--- src/scr_pkg.sv ---
package scr_pkg;

  // ----------------------------------------------------------------
  // register window
  // ----------------------------------------------------------------
  localparam int ADDR_W = 16;
  localparam logic [15:0] OFS_CAP = 16'h0000;
  localparam logic [15:0] OFS_CAP_HI = 16'h0004;
  localparam logic [15:0] OFS_VER = 16'h0008;
  localparam logic [15:0] OFS_MSK_SET = 16'h000C;
  localparam logic [15:0] OFS_MSK_CLR = 16'h0010;
  localparam logic [15:0] OFS_CFG = 16'h0014;
  localparam logic [15:0] OFS_RSVD = 16'h0018;
  localparam logic [15:0] OFS_STAT = 16'h001C;
  localparam logic [15:0] OFS_SSR = 16'h0020;
  localparam logic [15:0] OFS_QATTR = 16'h0024;
  localparam logic [15:0] OFS_SQB = 16'h0028;
  localparam logic [15:0] OFS_SQB_HI = 16'h002C;
  localparam logic [15:0] OFS_CQB = 16'h0030;
  localparam logic [15:0] OFS_CQB_HI = 16'h0034;
  localparam logic [15:0] DB_BASE = 16'h1000;
  localparam logic [15:0] DB_WIDTH_BYTES = 16'h0004;
  localparam int DB_MIN_SHIFT = 2;

  // ----------------------------------------------------------------
  // transfer sizes
  // ----------------------------------------------------------------
  localparam logic [1:0] SZ_B1 = 2'h0;
  localparam logic [1:0] SZ_B2 = 2'h1;
  localparam logic [1:0] SZ_B4 = 2'h2;
  localparam logic [1:0] SZ_B8 = 2'h3;
  localparam logic [7:0] BE_B1 = 8'h01;
  localparam logic [7:0] BE_B2 = 8'h03;
  localparam logic [7:0] BE_B4 = 8'h0F;
  localparam logic [7:0] BE_B8 = 8'hFF;
  localparam logic [2:0] AL_B1 = 3'h0;
  localparam logic [2:0] AL_B2 = 3'h1;
  localparam logic [2:0] AL_B4 = 3'h3;
  localparam logic [2:0] AL_B8 = 3'h7;

  // ----------------------------------------------------------------
  // capability field positions
  // ----------------------------------------------------------------
  localparam int CAP_MQES_LSB = 0;
  localparam int CAP_CQR_LSB = 16;
  localparam int CAP_ARB_LSB = 17;
  localparam int CAP_TO_LSB = 24;
  localparam int CAP_DBS_LSB = 32;
  localparam int CAP_SSR_LSB = 36;
  localparam int CAP_CMDSET_LSB = 37;
  localparam int CAP_PGMIN_LSB = 48;
  localparam int CAP_PGMAX_LSB = 52;

  // ----------------------------------------------------------------
  // reset values
  // ----------------------------------------------------------------
  localparam logic [31:0] RST_DW = 32'h0000_0000;
  localparam logic [63:0] RST_QW = 64'h0000_0000_0000_0000;

endpackage : scr_pkg

--- src/scr_db_mem.sv ---
`timescale 1ns/1ps
module scr_db_mem #(
  parameter int DEPTH = 8,
  parameter int AW = 3
) (
  input wire logic sys_clk_i,
  input wire logic nrst_i,
  input wire logic wr_en_i,
  input wire logic [3:0] wr_be_i,
  input wire logic [AW-1:0] addr_i,
  input wire logic [31:0] wr_data_i,
  output logic [31:0] rd_data_o
);

  typedef struct packed {
    logic [DEPTH-1:0][31:0] mem;
    logic [31:0] rd;
  } scr_mem_s;

  scr_mem_s cur_reg;
  scr_mem_s cur_next;

  // ----------------------------------------------------------------
  // byte-masked write, registered read of old contents
  // ----------------------------------------------------------------
  always_comb
  begin
    cur_next = cur_reg;
    cur_next.rd = cur_reg.mem[addr_i];
    if (wr_en_i)
    begin
      for (int b = 0; b < 4; b++)
      begin
        if (wr_be_i[b])
        begin
          cur_next.mem[addr_i][8*b +: 8] = wr_data_i[8*b +: 8];
        end
      end
    end
  end

  always_ff @(posedge sys_clk_i or negedge nrst_i)
  begin
    if (!nrst_i)
    begin
      cur_reg <= '0;
    end
    else
    begin
      cur_reg <= cur_next;
    end
  end

  assign rd_data_o = cur_reg.rd;

endmodule : scr_db_mem

--- src/scr_regs.sv ---
`timescale 1ns/1ps
// Functional notes
// - registers live in one memory window; host maps it ordered, any width
// - locked read-modify-write is not supported; lock carries no state
// - unaligned access is answered with completer abort
// - undefined locations and reserved bits read zero, ignore writes
// - fixed map: capability 00h, version 08h, masks 0Ch/10h, config 14h...
// - doorbells start 1000h; tail at 2y strides, head at 2y+1 strides
// - each doorbell is a 32-bit register regardless of stride
// - stride field 35:32 gives spacing of 2^(2+field) bytes
// - bits 55:52 give largest page size 2^(12+field)
// - bits 51:48 give smallest page size 2^(12+field)
// - bits 44:37 flag command sets; bit 37 primary; one set at least
// - bit 36 reports subsystem reset support
// - bits 31:24 give ready timeout in 500 ms units
// - bits 18:17 flag weighted round robin and vendor arbitration
module scr_regs #(
  parameter int NUM_QP = 4,
  parameter logic [15:0] MQES = 16'h003F,
  parameter logic CQR = 1'b1,
  parameter logic [1:0] ARB_OPTS = 2'h0,
  parameter logic [7:0] TO = 8'h14,
  parameter logic [3:0] DB_SPACING = 4'h0,
  parameter logic SSR_AVAIL = 1'b1,
  parameter logic [7:0] CMD_SETS = 8'h01,
  parameter logic [3:0] PG_MIN = 4'h0,
  parameter logic [3:0] PG_MAX = 4'h0,
  parameter logic [31:0] VERSION = 32'h0001_0000
) (
  input wire logic sys_clk_i,
  input wire logic nrst_i,
  input wire logic req_valid_i,
  input wire logic req_write_i,
  input wire logic [scr_pkg::ADDR_W-1:0] req_addr_i,
  input wire logic [1:0] req_size_i,
  input wire logic [63:0] req_wdata_i,
  input wire logic [31:0] ctrl_status_i,
  output logic cpl_valid_o,
  output logic cpl_abort_o,
  output logic [63:0] cpl_rdata_o,
  output logic [31:0] irq_mask_o,
  output logic [31:0] ctrl_config_o,
  output logic [31:0] admin_queue_attr_o,
  output logic [63:0] admin_sq_base_o,
  output logic [63:0] admin_cq_base_o,
  output logic subsys_reset_o,
  output logic db_write_o,
  output logic [$clog2(2*NUM_QP)-1:0] db_index_o,
  output logic [3:0] db_be_o,
  output logic [31:0] db_value_o
);

  localparam int DB_DEPTH = 2 * NUM_QP;
  localparam int DB_IW = $clog2(DB_DEPTH);

  typedef struct packed {
    logic [31:0] mask;
    logic [31:0] cfg;
    logic [31:0] ssr;
    logic [31:0] qattr;
    logic [63:0] sqb;
    logic [63:0] cqb;
    logic p_valid;
    logic p_abort;
    logic p_db;
    logic p_lane;
    logic [63:0] p_data;
    logic cpl_valid;
    logic cpl_abort;
    logic [63:0] cpl_data;
    logic ssr_pulse;
    logic db_wr;
    logic [DB_IW-1:0] db_idx;
    logic [3:0] db_be;
    logic [31:0] db_val;
  } scr_state_s;

  scr_state_s cur_reg;
  scr_state_s cur_next;

  function automatic logic [31:0] scr_merge(
    input logic [31:0] old_v,
    input logic [31:0] new_v,
    input logic [3:0] be
  );
    logic [31:0] r;
    r = old_v;
    for (int b = 0; b < 4; b++)
    begin
      if (be[b])
      begin
        r[8*b +: 8] = new_v[8*b +: 8];
      end
    end
    return r;
  endfunction : scr_merge

  // ----------------------------------------------------------------
  // capability value
  // ----------------------------------------------------------------
  logic [63:0] cap_val;

  always_comb
  begin
    cap_val = scr_pkg::RST_QW;
    cap_val[scr_pkg::CAP_MQES_LSB +: 16] = MQES;
    cap_val[scr_pkg::CAP_CQR_LSB] = CQR;
    cap_val[scr_pkg::CAP_ARB_LSB +: 2] = ARB_OPTS;
    cap_val[scr_pkg::CAP_TO_LSB +: 8] = TO;
    cap_val[scr_pkg::CAP_DBS_LSB +: 4] = DB_SPACING;
    cap_val[scr_pkg::CAP_SSR_LSB] = SSR_AVAIL;
    cap_val[scr_pkg::CAP_CMDSET_LSB +: 8] = CMD_SETS;
    cap_val[scr_pkg::CAP_PGMIN_LSB +: 4] = PG_MIN;
    cap_val[scr_pkg::CAP_PGMAX_LSB +: 4] = PG_MAX;
  end

  // ----------------------------------------------------------------
  // access decode
  // ----------------------------------------------------------------
  logic [7:0] be8;
  logic [2:0] al_mask;
  logic unaligned;
  logic [15:0] rel;
  logic [15:0] slot_off;
  logic [15:0] db_idx_full;
  logic db_hit;
  logic [3:0] db_be;
  logic [31:0] db_wd;
  logic [31:0] db_rd;

  always_comb
  begin
    case (req_size_i)
      scr_pkg::SZ_B1:
      begin
        be8 = scr_pkg::BE_B1;
        al_mask = scr_pkg::AL_B1;
      end
      scr_pkg::SZ_B2:
      begin
        be8 = scr_pkg::BE_B2;
        al_mask = scr_pkg::AL_B2;
      end
      scr_pkg::SZ_B4:
      begin
        be8 = scr_pkg::BE_B4;
        al_mask = scr_pkg::AL_B4;
      end
      default:
      begin
        be8 = scr_pkg::BE_B8;
        al_mask = scr_pkg::AL_B8;
      end
    endcase
    be8 = be8 << req_addr_i[2:0];
    unaligned = (req_addr_i[2:0] & al_mask) != 3'h0;
    rel = req_addr_i - scr_pkg::DB_BASE;
    db_idx_full = rel >> (scr_pkg::DB_MIN_SHIFT + int'(DB_SPACING));
    slot_off = rel & ((16'h0001 << (scr_pkg::DB_MIN_SHIFT + int'(DB_SPACING))) - 16'h0001);
    db_hit = (req_addr_i >= scr_pkg::DB_BASE)
      && (slot_off < scr_pkg::DB_WIDTH_BYTES)
      && (db_idx_full < 16'(DB_DEPTH));
    db_be = req_addr_i[2] ? be8[7:4] : be8[3:0];
    db_wd = req_addr_i[2] ? req_wdata_i[63:32] : req_wdata_i[31:0];
  end

  // ----------------------------------------------------------------
  // register file and answer pipeline
  // ----------------------------------------------------------------
  logic [15:0] da;
  logic [3:0] bel;
  logic [31:0] wd;
  logic [31:0] rd;
  logic do_wr;

  always_comb
  begin
    da = 16'h0000;
    bel = 4'h0;
    wd = scr_pkg::RST_DW;
    rd = scr_pkg::RST_DW;
    do_wr = 1'b0;
    cur_next = cur_reg;
    // locked requests are not distinguished: no lock state is kept
    cur_next.p_valid = req_valid_i;
    cur_next.p_abort = req_valid_i && unaligned;
    cur_next.p_db = 1'b0;
    cur_next.p_lane = req_addr_i[2];
    cur_next.p_data = scr_pkg::RST_QW;
    cur_next.cpl_valid = cur_reg.p_valid;
    cur_next.cpl_abort = cur_reg.p_abort;
    if (cur_reg.p_db)
    begin
      cur_next.cpl_data = cur_reg.p_lane ? {db_rd, scr_pkg::RST_DW} : {scr_pkg::RST_DW, db_rd};
    end
    else
    begin
      cur_next.cpl_data = cur_reg.p_data;
    end
    cur_next.ssr_pulse = 1'b0;
    cur_next.db_wr = 1'b0;
    if (req_valid_i && !unaligned && (req_addr_i < scr_pkg::DB_BASE))
    begin
      for (int l = 0; l < 2; l++)
      begin
        da = {req_addr_i[15:3], l[0], 2'b00};
        bel = be8[4*l +: 4];
        wd = req_wdata_i[32*l +: 32];
        do_wr = req_write_i && (bel != 4'h0);
        rd = scr_pkg::RST_DW;
        case (da)
          scr_pkg::OFS_CAP: rd = cap_val[31:0];
          scr_pkg::OFS_CAP_HI: rd = cap_val[63:32];
          scr_pkg::OFS_VER: rd = VERSION;
          scr_pkg::OFS_MSK_SET:
          begin
            rd = cur_reg.mask;
            if (do_wr)
            begin
              cur_next.mask = cur_reg.mask | (wd & scr_merge(scr_pkg::RST_DW, ~scr_pkg::RST_DW, bel));
            end
          end
          scr_pkg::OFS_MSK_CLR:
          begin
            rd = cur_reg.mask;
            if (do_wr)
            begin
              cur_next.mask = cur_reg.mask & ~(wd & scr_merge(scr_pkg::RST_DW, ~scr_pkg::RST_DW, bel));
            end
          end
          scr_pkg::OFS_CFG:
          begin
            rd = cur_reg.cfg;
            if (do_wr)
            begin
              cur_next.cfg = scr_merge(cur_reg.cfg, wd, bel);
            end
          end
          scr_pkg::OFS_STAT: rd = ctrl_status_i;
          scr_pkg::OFS_SSR:
          begin
            if (SSR_AVAIL)
            begin
              rd = cur_reg.ssr;
              if (do_wr)
              begin
                cur_next.ssr = scr_merge(cur_reg.ssr, wd, bel);
                cur_next.ssr_pulse = 1'b1;
              end
            end
          end
          scr_pkg::OFS_QATTR:
          begin
            rd = cur_reg.qattr;
            if (do_wr)
            begin
              cur_next.qattr = scr_merge(cur_reg.qattr, wd, bel);
            end
          end
          scr_pkg::OFS_SQB:
          begin
            rd = cur_reg.sqb[31:0];
            if (do_wr)
            begin
              cur_next.sqb[31:0] = scr_merge(cur_reg.sqb[31:0], wd, bel);
            end
          end
          scr_pkg::OFS_SQB_HI:
          begin
            rd = cur_reg.sqb[63:32];
            if (do_wr)
            begin
              cur_next.sqb[63:32] = scr_merge(cur_reg.sqb[63:32], wd, bel);
            end
          end
          scr_pkg::OFS_CQB:
          begin
            rd = cur_reg.cqb[31:0];
            if (do_wr)
            begin
              cur_next.cqb[31:0] = scr_merge(cur_reg.cqb[31:0], wd, bel);
            end
          end
          scr_pkg::OFS_CQB_HI:
          begin
            rd = cur_reg.cqb[63:32];
            if (do_wr)
            begin
              cur_next.cqb[63:32] = scr_merge(cur_reg.cqb[63:32], wd, bel);
            end
          end
          default: rd = scr_pkg::RST_DW;
        endcase
        if (!req_write_i)
        begin
          cur_next.p_data[32*l +: 32] = rd & scr_merge(scr_pkg::RST_DW, ~scr_pkg::RST_DW, bel);
        end
      end
    end
    if (req_valid_i && !unaligned && db_hit && (db_be != 4'h0))
    begin
      cur_next.p_db = !req_write_i;
      if (req_write_i)
      begin
        cur_next.db_wr = 1'b1;
        cur_next.db_idx = db_idx_full[DB_IW-1:0];
        cur_next.db_be = db_be;
        cur_next.db_val = db_wd;
      end
    end
  end

  always_ff @(posedge sys_clk_i or negedge nrst_i)
  begin
    if (!nrst_i)
    begin
      cur_reg <= '0;
    end
    else
    begin
      cur_reg <= cur_next;
    end
  end

  // ----------------------------------------------------------------
  // doorbell storage
  // ----------------------------------------------------------------
  scr_db_mem #(
    .DEPTH(DB_DEPTH),
    .AW(DB_IW)
  ) u_db_mem (
    .sys_clk_i(sys_clk_i),
    .nrst_i(nrst_i),
    .wr_en_i(cur_next.db_wr),
    .wr_be_i(db_be),
    .addr_i(db_idx_full[DB_IW-1:0]),
    .wr_data_i(db_wd),
    .rd_data_o(db_rd)
  );

  // ----------------------------------------------------------------
  // outputs
  // ----------------------------------------------------------------
  assign cpl_valid_o = cur_reg.cpl_valid;
  assign cpl_abort_o = cur_reg.cpl_abort;
  assign cpl_rdata_o = cur_reg.cpl_data;
  assign irq_mask_o = cur_reg.mask;
  assign ctrl_config_o = cur_reg.cfg;
  assign admin_queue_attr_o = cur_reg.qattr;
  assign admin_sq_base_o = cur_reg.sqb;
  assign admin_cq_base_o = cur_reg.cqb;
  assign subsys_reset_o = cur_reg.ssr_pulse;
  assign db_write_o = cur_reg.db_wr;
  assign db_index_o = cur_reg.db_idx;
  assign db_be_o = cur_reg.db_be;
  assign db_value_o = cur_reg.db_val;

  // ----------------------------------------------------------------
  // checks
  // ----------------------------------------------------------------
  chk_answer_latency: assert property (@(posedge sys_clk_i) disable iff (!nrst_i)
    req_valid_i |-> ##2 cpl_valid_o)
    else $error("answer not two cycles after request");

  chk_unaligned_abort: assert property (@(posedge sys_clk_i) disable iff (!nrst_i)
    req_valid_i && unaligned |-> ##2 (cpl_valid_o && cpl_abort_o))
    else $error("unaligned access not aborted");

  chk_aligned_done: assert property (@(posedge sys_clk_i) disable iff (!nrst_i)
    req_valid_i && !unaligned |-> ##2 !cpl_abort_o)
    else $error("aligned access aborted");

  chk_reserved_zero: assert property (@(posedge sys_clk_i) disable iff (!nrst_i)
    req_valid_i && !req_write_i && req_addr_i == scr_pkg::OFS_RSVD
    && req_size_i == scr_pkg::SZ_B4 |-> ##2 cpl_rdata_o == scr_pkg::RST_QW)
    else $error("reserved location read nonzero");

  chk_cap_read: assert property (@(posedge sys_clk_i) disable iff (!nrst_i)
    req_valid_i && !req_write_i && req_addr_i == scr_pkg::OFS_CAP
    && req_size_i == scr_pkg::SZ_B8 |-> ##2 cpl_rdata_o == cap_val)
    else $error("capability read wrong");

  chk_cap_fields: assert property (@(posedge sys_clk_i) disable iff (!nrst_i)
    cap_val[scr_pkg::CAP_CMDSET_LSB +: 8] != 8'h00)
    else $error("no command set flagged");

  chk_page_limits: assert property (@(posedge sys_clk_i) disable iff (!nrst_i)
    cap_val[scr_pkg::CAP_PGMIN_LSB +: 4] <= cap_val[scr_pkg::CAP_PGMAX_LSB +: 4])
    else $error("page size limits inverted");

  chk_mask_set: assert property (@(posedge sys_clk_i) disable iff (!nrst_i)
    req_valid_i && req_write_i && req_addr_i == scr_pkg::OFS_MSK_SET
    && req_size_i == scr_pkg::SZ_B4
    |=> (irq_mask_o & $past(req_wdata_i[63:32])) == $past(req_wdata_i[63:32]))
    else $error("mask set did not set bits");

  chk_mask_clear: assert property (@(posedge sys_clk_i) disable iff (!nrst_i)
    req_valid_i && req_write_i && req_addr_i == scr_pkg::OFS_MSK_CLR
    && req_size_i == scr_pkg::SZ_B4
    |=> (irq_mask_o & $past(req_wdata_i[31:0])) == scr_pkg::RST_DW)
    else $error("mask clear did not clear bits");

  chk_db_stride: assert property (@(posedge sys_clk_i) disable iff (!nrst_i)
    req_valid_i && req_write_i && req_size_i == scr_pkg::SZ_B4 && req_addr_i ==
    16'(scr_pkg::DB_BASE + (scr_pkg::DB_WIDTH_BYTES << DB_SPACING))
    |=> db_write_o && db_index_o == DB_IW'(1))
    else $error("head doorbell index wrong");

  chk_subsystem_reset_trigger_pulse: assert property (@(posedge sys_clk_i) disable iff (!nrst_i)
    req_valid_i && req_write_i && req_addr_i == scr_pkg::OFS_SSR && req_size_i == scr_pkg::SZ_B4
    |=> subsys_reset_o == SSR_AVAIL)
    else $error("subsystem reset pulse wrong");

endmodule : scr_regs

--- config.mk ---
export PLATFORM = sky130hd
export DESIGN_NAME = scr_regs
export DESIGN_NICKNAME = d
export VERILOG_FILES = /design/src/scr_pkg.sv /design/src/scr_db_mem.sv /design/src/scr_regs.sv
export SDC_FILE = /design/constraint.sdc
export NUM_CORES = 1
export LEC_CHECK = 0
export BUFFER_PORTS_ARGS = -buffer_cell sky130_fd_sc_hd__buf_2
export CAP_MARGIN = 20
export CORE_MARGIN = 2
export CORE_UTILIZATION = 45
export DETAILED_ROUTE_END_ITERATION = 10
export PLACE_DENSITY = 0.69
export SLEW_MARGIN = 40
export SYNTH_ARGS = -nofsm -noshare
export SYNTH_HDL_FRONTEND = slang
export SYNTH_SLANG_ARGS = --single-unit
export TNS_END_PERCENT = 20
--- constraint.sdc ---
create_clock -name sys_clk_i -period 3.7 [get_ports sys_clk_i]
set_input_delay 0.37 -clock sys_clk_i [delete_from_list [all_inputs] [get_ports sys_clk_i]]
set_output_delay 0.37 -clock sys_clk_i [all_outputs]
set_load 0.05 [all_outputs]
==> results.json <==
{
  "p_sw_frac": 0.230,
  "max_freq_ghz": 0.342,
  "ant_nets": 0,
  "ys_seq_elements": 719,
  "ios": 449,
  "cts-resized-gates": 0,
  "drv_cap": 0,
  "drive_gt1_frac": 0.321,
  "layout_common_cells": "dfrtp_1 (718), o21ai_0 (563), buf_2 (445)",
  "dieWidth_um": 274,
  "clkTransAtPathRegs_ps": 60,
  "vdd_drop_max_mv": 0.352,
  "grt_pass1_wl_mm": 162,
  "ys_types": 61,
  "hold_viol": 0,
  "power_leakage_nw": 17.9,
  "grt_pass1_vias": 24500,
  "setup_viol": 0,
  "place_ws_ps": 356,
  "synth_warnings": 0,
  "post-route-period-util": 0.790,
  "htreeDepth": 3,
  "period_needed_ps": 2920,
  "routed_via_density": 6.16,
  "yosysTopAreaCell": "dfrtp_1",
  "nets": 3215,
  "core_sq_um": 71700,
  "die_area_sq_um": 74900,
  "postCtsHoldBufs": 3,
  "root_buffer": "clkbuf_16",
  "synth_area_leaders": "dfrtp_1 (55%), mux2_2 (9.3%), o21ai_0 (8.6%), buf_4 (7.6%), a22oi_1 (3.0%)",
  "tns_ps": 0,
  "placedCellCount": 3965,
  "grt_overflow": 0,
  "wl_per_cell_um": 26.7,
  "largest_reg_flops": 256,
  "grtUsageTotal": 0.287,
  "max-clock-path-buffers": 3,
  "gp_congestion": 0.905,
  "tightest_slew_ps": 1030,
  "final_cells": 4109,
  "numCtsBuffers": 77,
  "drtPass1Iterations": 10,
  "synth_edf_count": 0,
  "critical_path_class": "in2reg",
  "critPathTopFamily": "buffers and inverters",
  "synthCells": 2954,
  "start_kind": "primary input",
  "synth_top_area_share": 0.550,
  "crit_required_ps": 4220,
  "antenna_found_initial": 13,
  "grt_max_degree": 167,
  "finalClockSkew_ps": 18.1,
  "cp_cell_sequence": "dlygate4sd3_1 -> buf_2 -> inv_1 -> a211oi_1 -> and4_1 -> buf_4 -> nand3_1 -> o21ai_0",
  "mappedNetlistArea_sq_um": 32700,
  "finalMaxSlewViolations": 0,
  "syn_avg_cell_area_sq_um": 11.1,
  "wirelength_mm": 110,
  "setup_ws_ps": 778,
  "power.density_nw_per_um2": 452,
  "clock_power_share": 0.477,
  "cp.arrival_ps": 3440,
  "cts_tree": "done",
  "status": "complete, no violations",
  "crit_fanout": 18,
  "async_flop_share": 1.00,
  "cts_sinks": 719,
  "dr.first_iter.drc_count": 2964,
  "initial_core_util": 0.456,
  "vias": 25300,
  "intPower_mw": 12.8,
  "worst-path-buf-inv": 4,
  "pwr-share-comb": 0.049,
  "pwr-share-seq": 0.474,
  "p_switching_mw": 3.83,
  "fin_util": 0.513,
  "dpl.hpwl_mm": 76.5,
  "placementRows": 98,
  "rsz0062_at_grt": "no",
  "synth_seq_area_share": 0.550,
  "hold_path.class": "in2reg",
  "route.detailed.drc": 0,
  "post_cts_buffers": 0,
  "final_common_cell": "dfrtp_1",
  "maxSlewHeadroom": 0.304,
  "synthesis.nets": 3072,
  "crit_slowest_cell": "and4_1",
  "worst_path_largest_cell_delay_ps": 660,
  "die_h_um": 274,
  "synth_ff_type": "dfrtp_1",
  "worstSetupEndpointType": "flop",
  "port_buffers": 448,
  "worstSkewPairLatency_ps": 620,
  "area_growth_pct": 12.5
}
==> metal layers <==
layer  up-vias  track usage  share of wire  wire, um
met5         -            0        0.00029        32
met4         4       0.0986          0.038      4120
met3       264       0.0575          0.094     10300
met2      1540        0.460           0.47     51800
met1     12900        0.390           0.40     43400
li1      10600            -              -         -
==> layout make-up <==
cell class	instances	area, sq um
diodes	9	22.5
repair buffers	557	3300
clock inverters	23	278
flip-flops and latches	719	18000
multi-input cells	1654	11400
well taps	950	1190
fillers	6402	34900
clock buffers	109	2300
inverters	88	330
==> stage by stage <==
stage	total power [mW]	hold WS, ps	area [sq um]
floorplan	8.28	74.4	32700
global route	17.1	28.1	36800
detailed placement	8.84	337	34200
finish	16.6	36.3	36800
CTS	16.7	7.30	36800
global placement	8.83	333	34100
==> power groups by stage <==
stage | registers [mW] | logic, mW | clock network (mW)
6_report | 7.89 | 0.822 | 7.93
5_1_grt | 7.88 | 0.875 | 8.35
4_1_cts | 7.89 | 0.816 | 8.00
3_5_place_dp | 8.03 | 0.810 | 0
3_3_place_gp | 8.03 | 0.797 | 0
2_1_floorplan | 8.03 | 0.245 | 0
==> Yosys cell counts, drive strengths merged, types with 2 or more instances <==
library cell and number:
dfrtp 719, o21ai 586, buf 359, mux2 271, nand2 172, clkbuf 134, a22oi 129, a21oi 95
inv 87, mux2i 61, nand3 61, a222oi 42, nor2 33, a22o 23, a221oi 19, a21o 15
and3 14, a21boi 12, nand4 12, nor4 11, nor3 9, a211oi 8, a221o 7, nand2b 7
nor2b 7, a41oi 6, and2 5, mux4 5, or2 5, or3 5, and4 4, or4 4
nor3b 3, o21a 3, a2111o 2, a21bo 2, a31oi 2, nand3b 2, nor4b 2, o211ai 2
or4b 2, or4bb 2
==> cell families (layout without fill, tap and decap cells) <==
kind of cell | count (synthesis) | in the layout | share of synthesized area
multiplexers | 337 | 337 | 0.115
buffers and inverters | 581 | 777 | 0.105
AO/OA/AOI/OAI | 957 | 957 | 0.174
flip-flops | 719 | 719 | 0.550
other | 0 | 9 | 0
AND/OR/NAND/NOR | 360 | 360 | 0.0558
==> final timing paths <==
kind	slack, ps	cells past startpoint	to	from
setup / recovery	780	8	u_db_mem.cur_reg[75]	req_valid_i
hold / removal	40	2	irq_mask_o[18]	req_wdata_i[18]
setup reg to reg	1550	4	cpl_rdata_o[52]	cur_reg[172]
hold reg to reg	350	0	cpl_valid_o	cur_next[106]
max in group asynchronous	2270	4	u_db_mem.cur_reg[207]	nrst_i
min in group asynchronous	280	2	ctrl_config_o[23]	nrst_i
No activity file was read; power rests on OpenSTA's default activity.
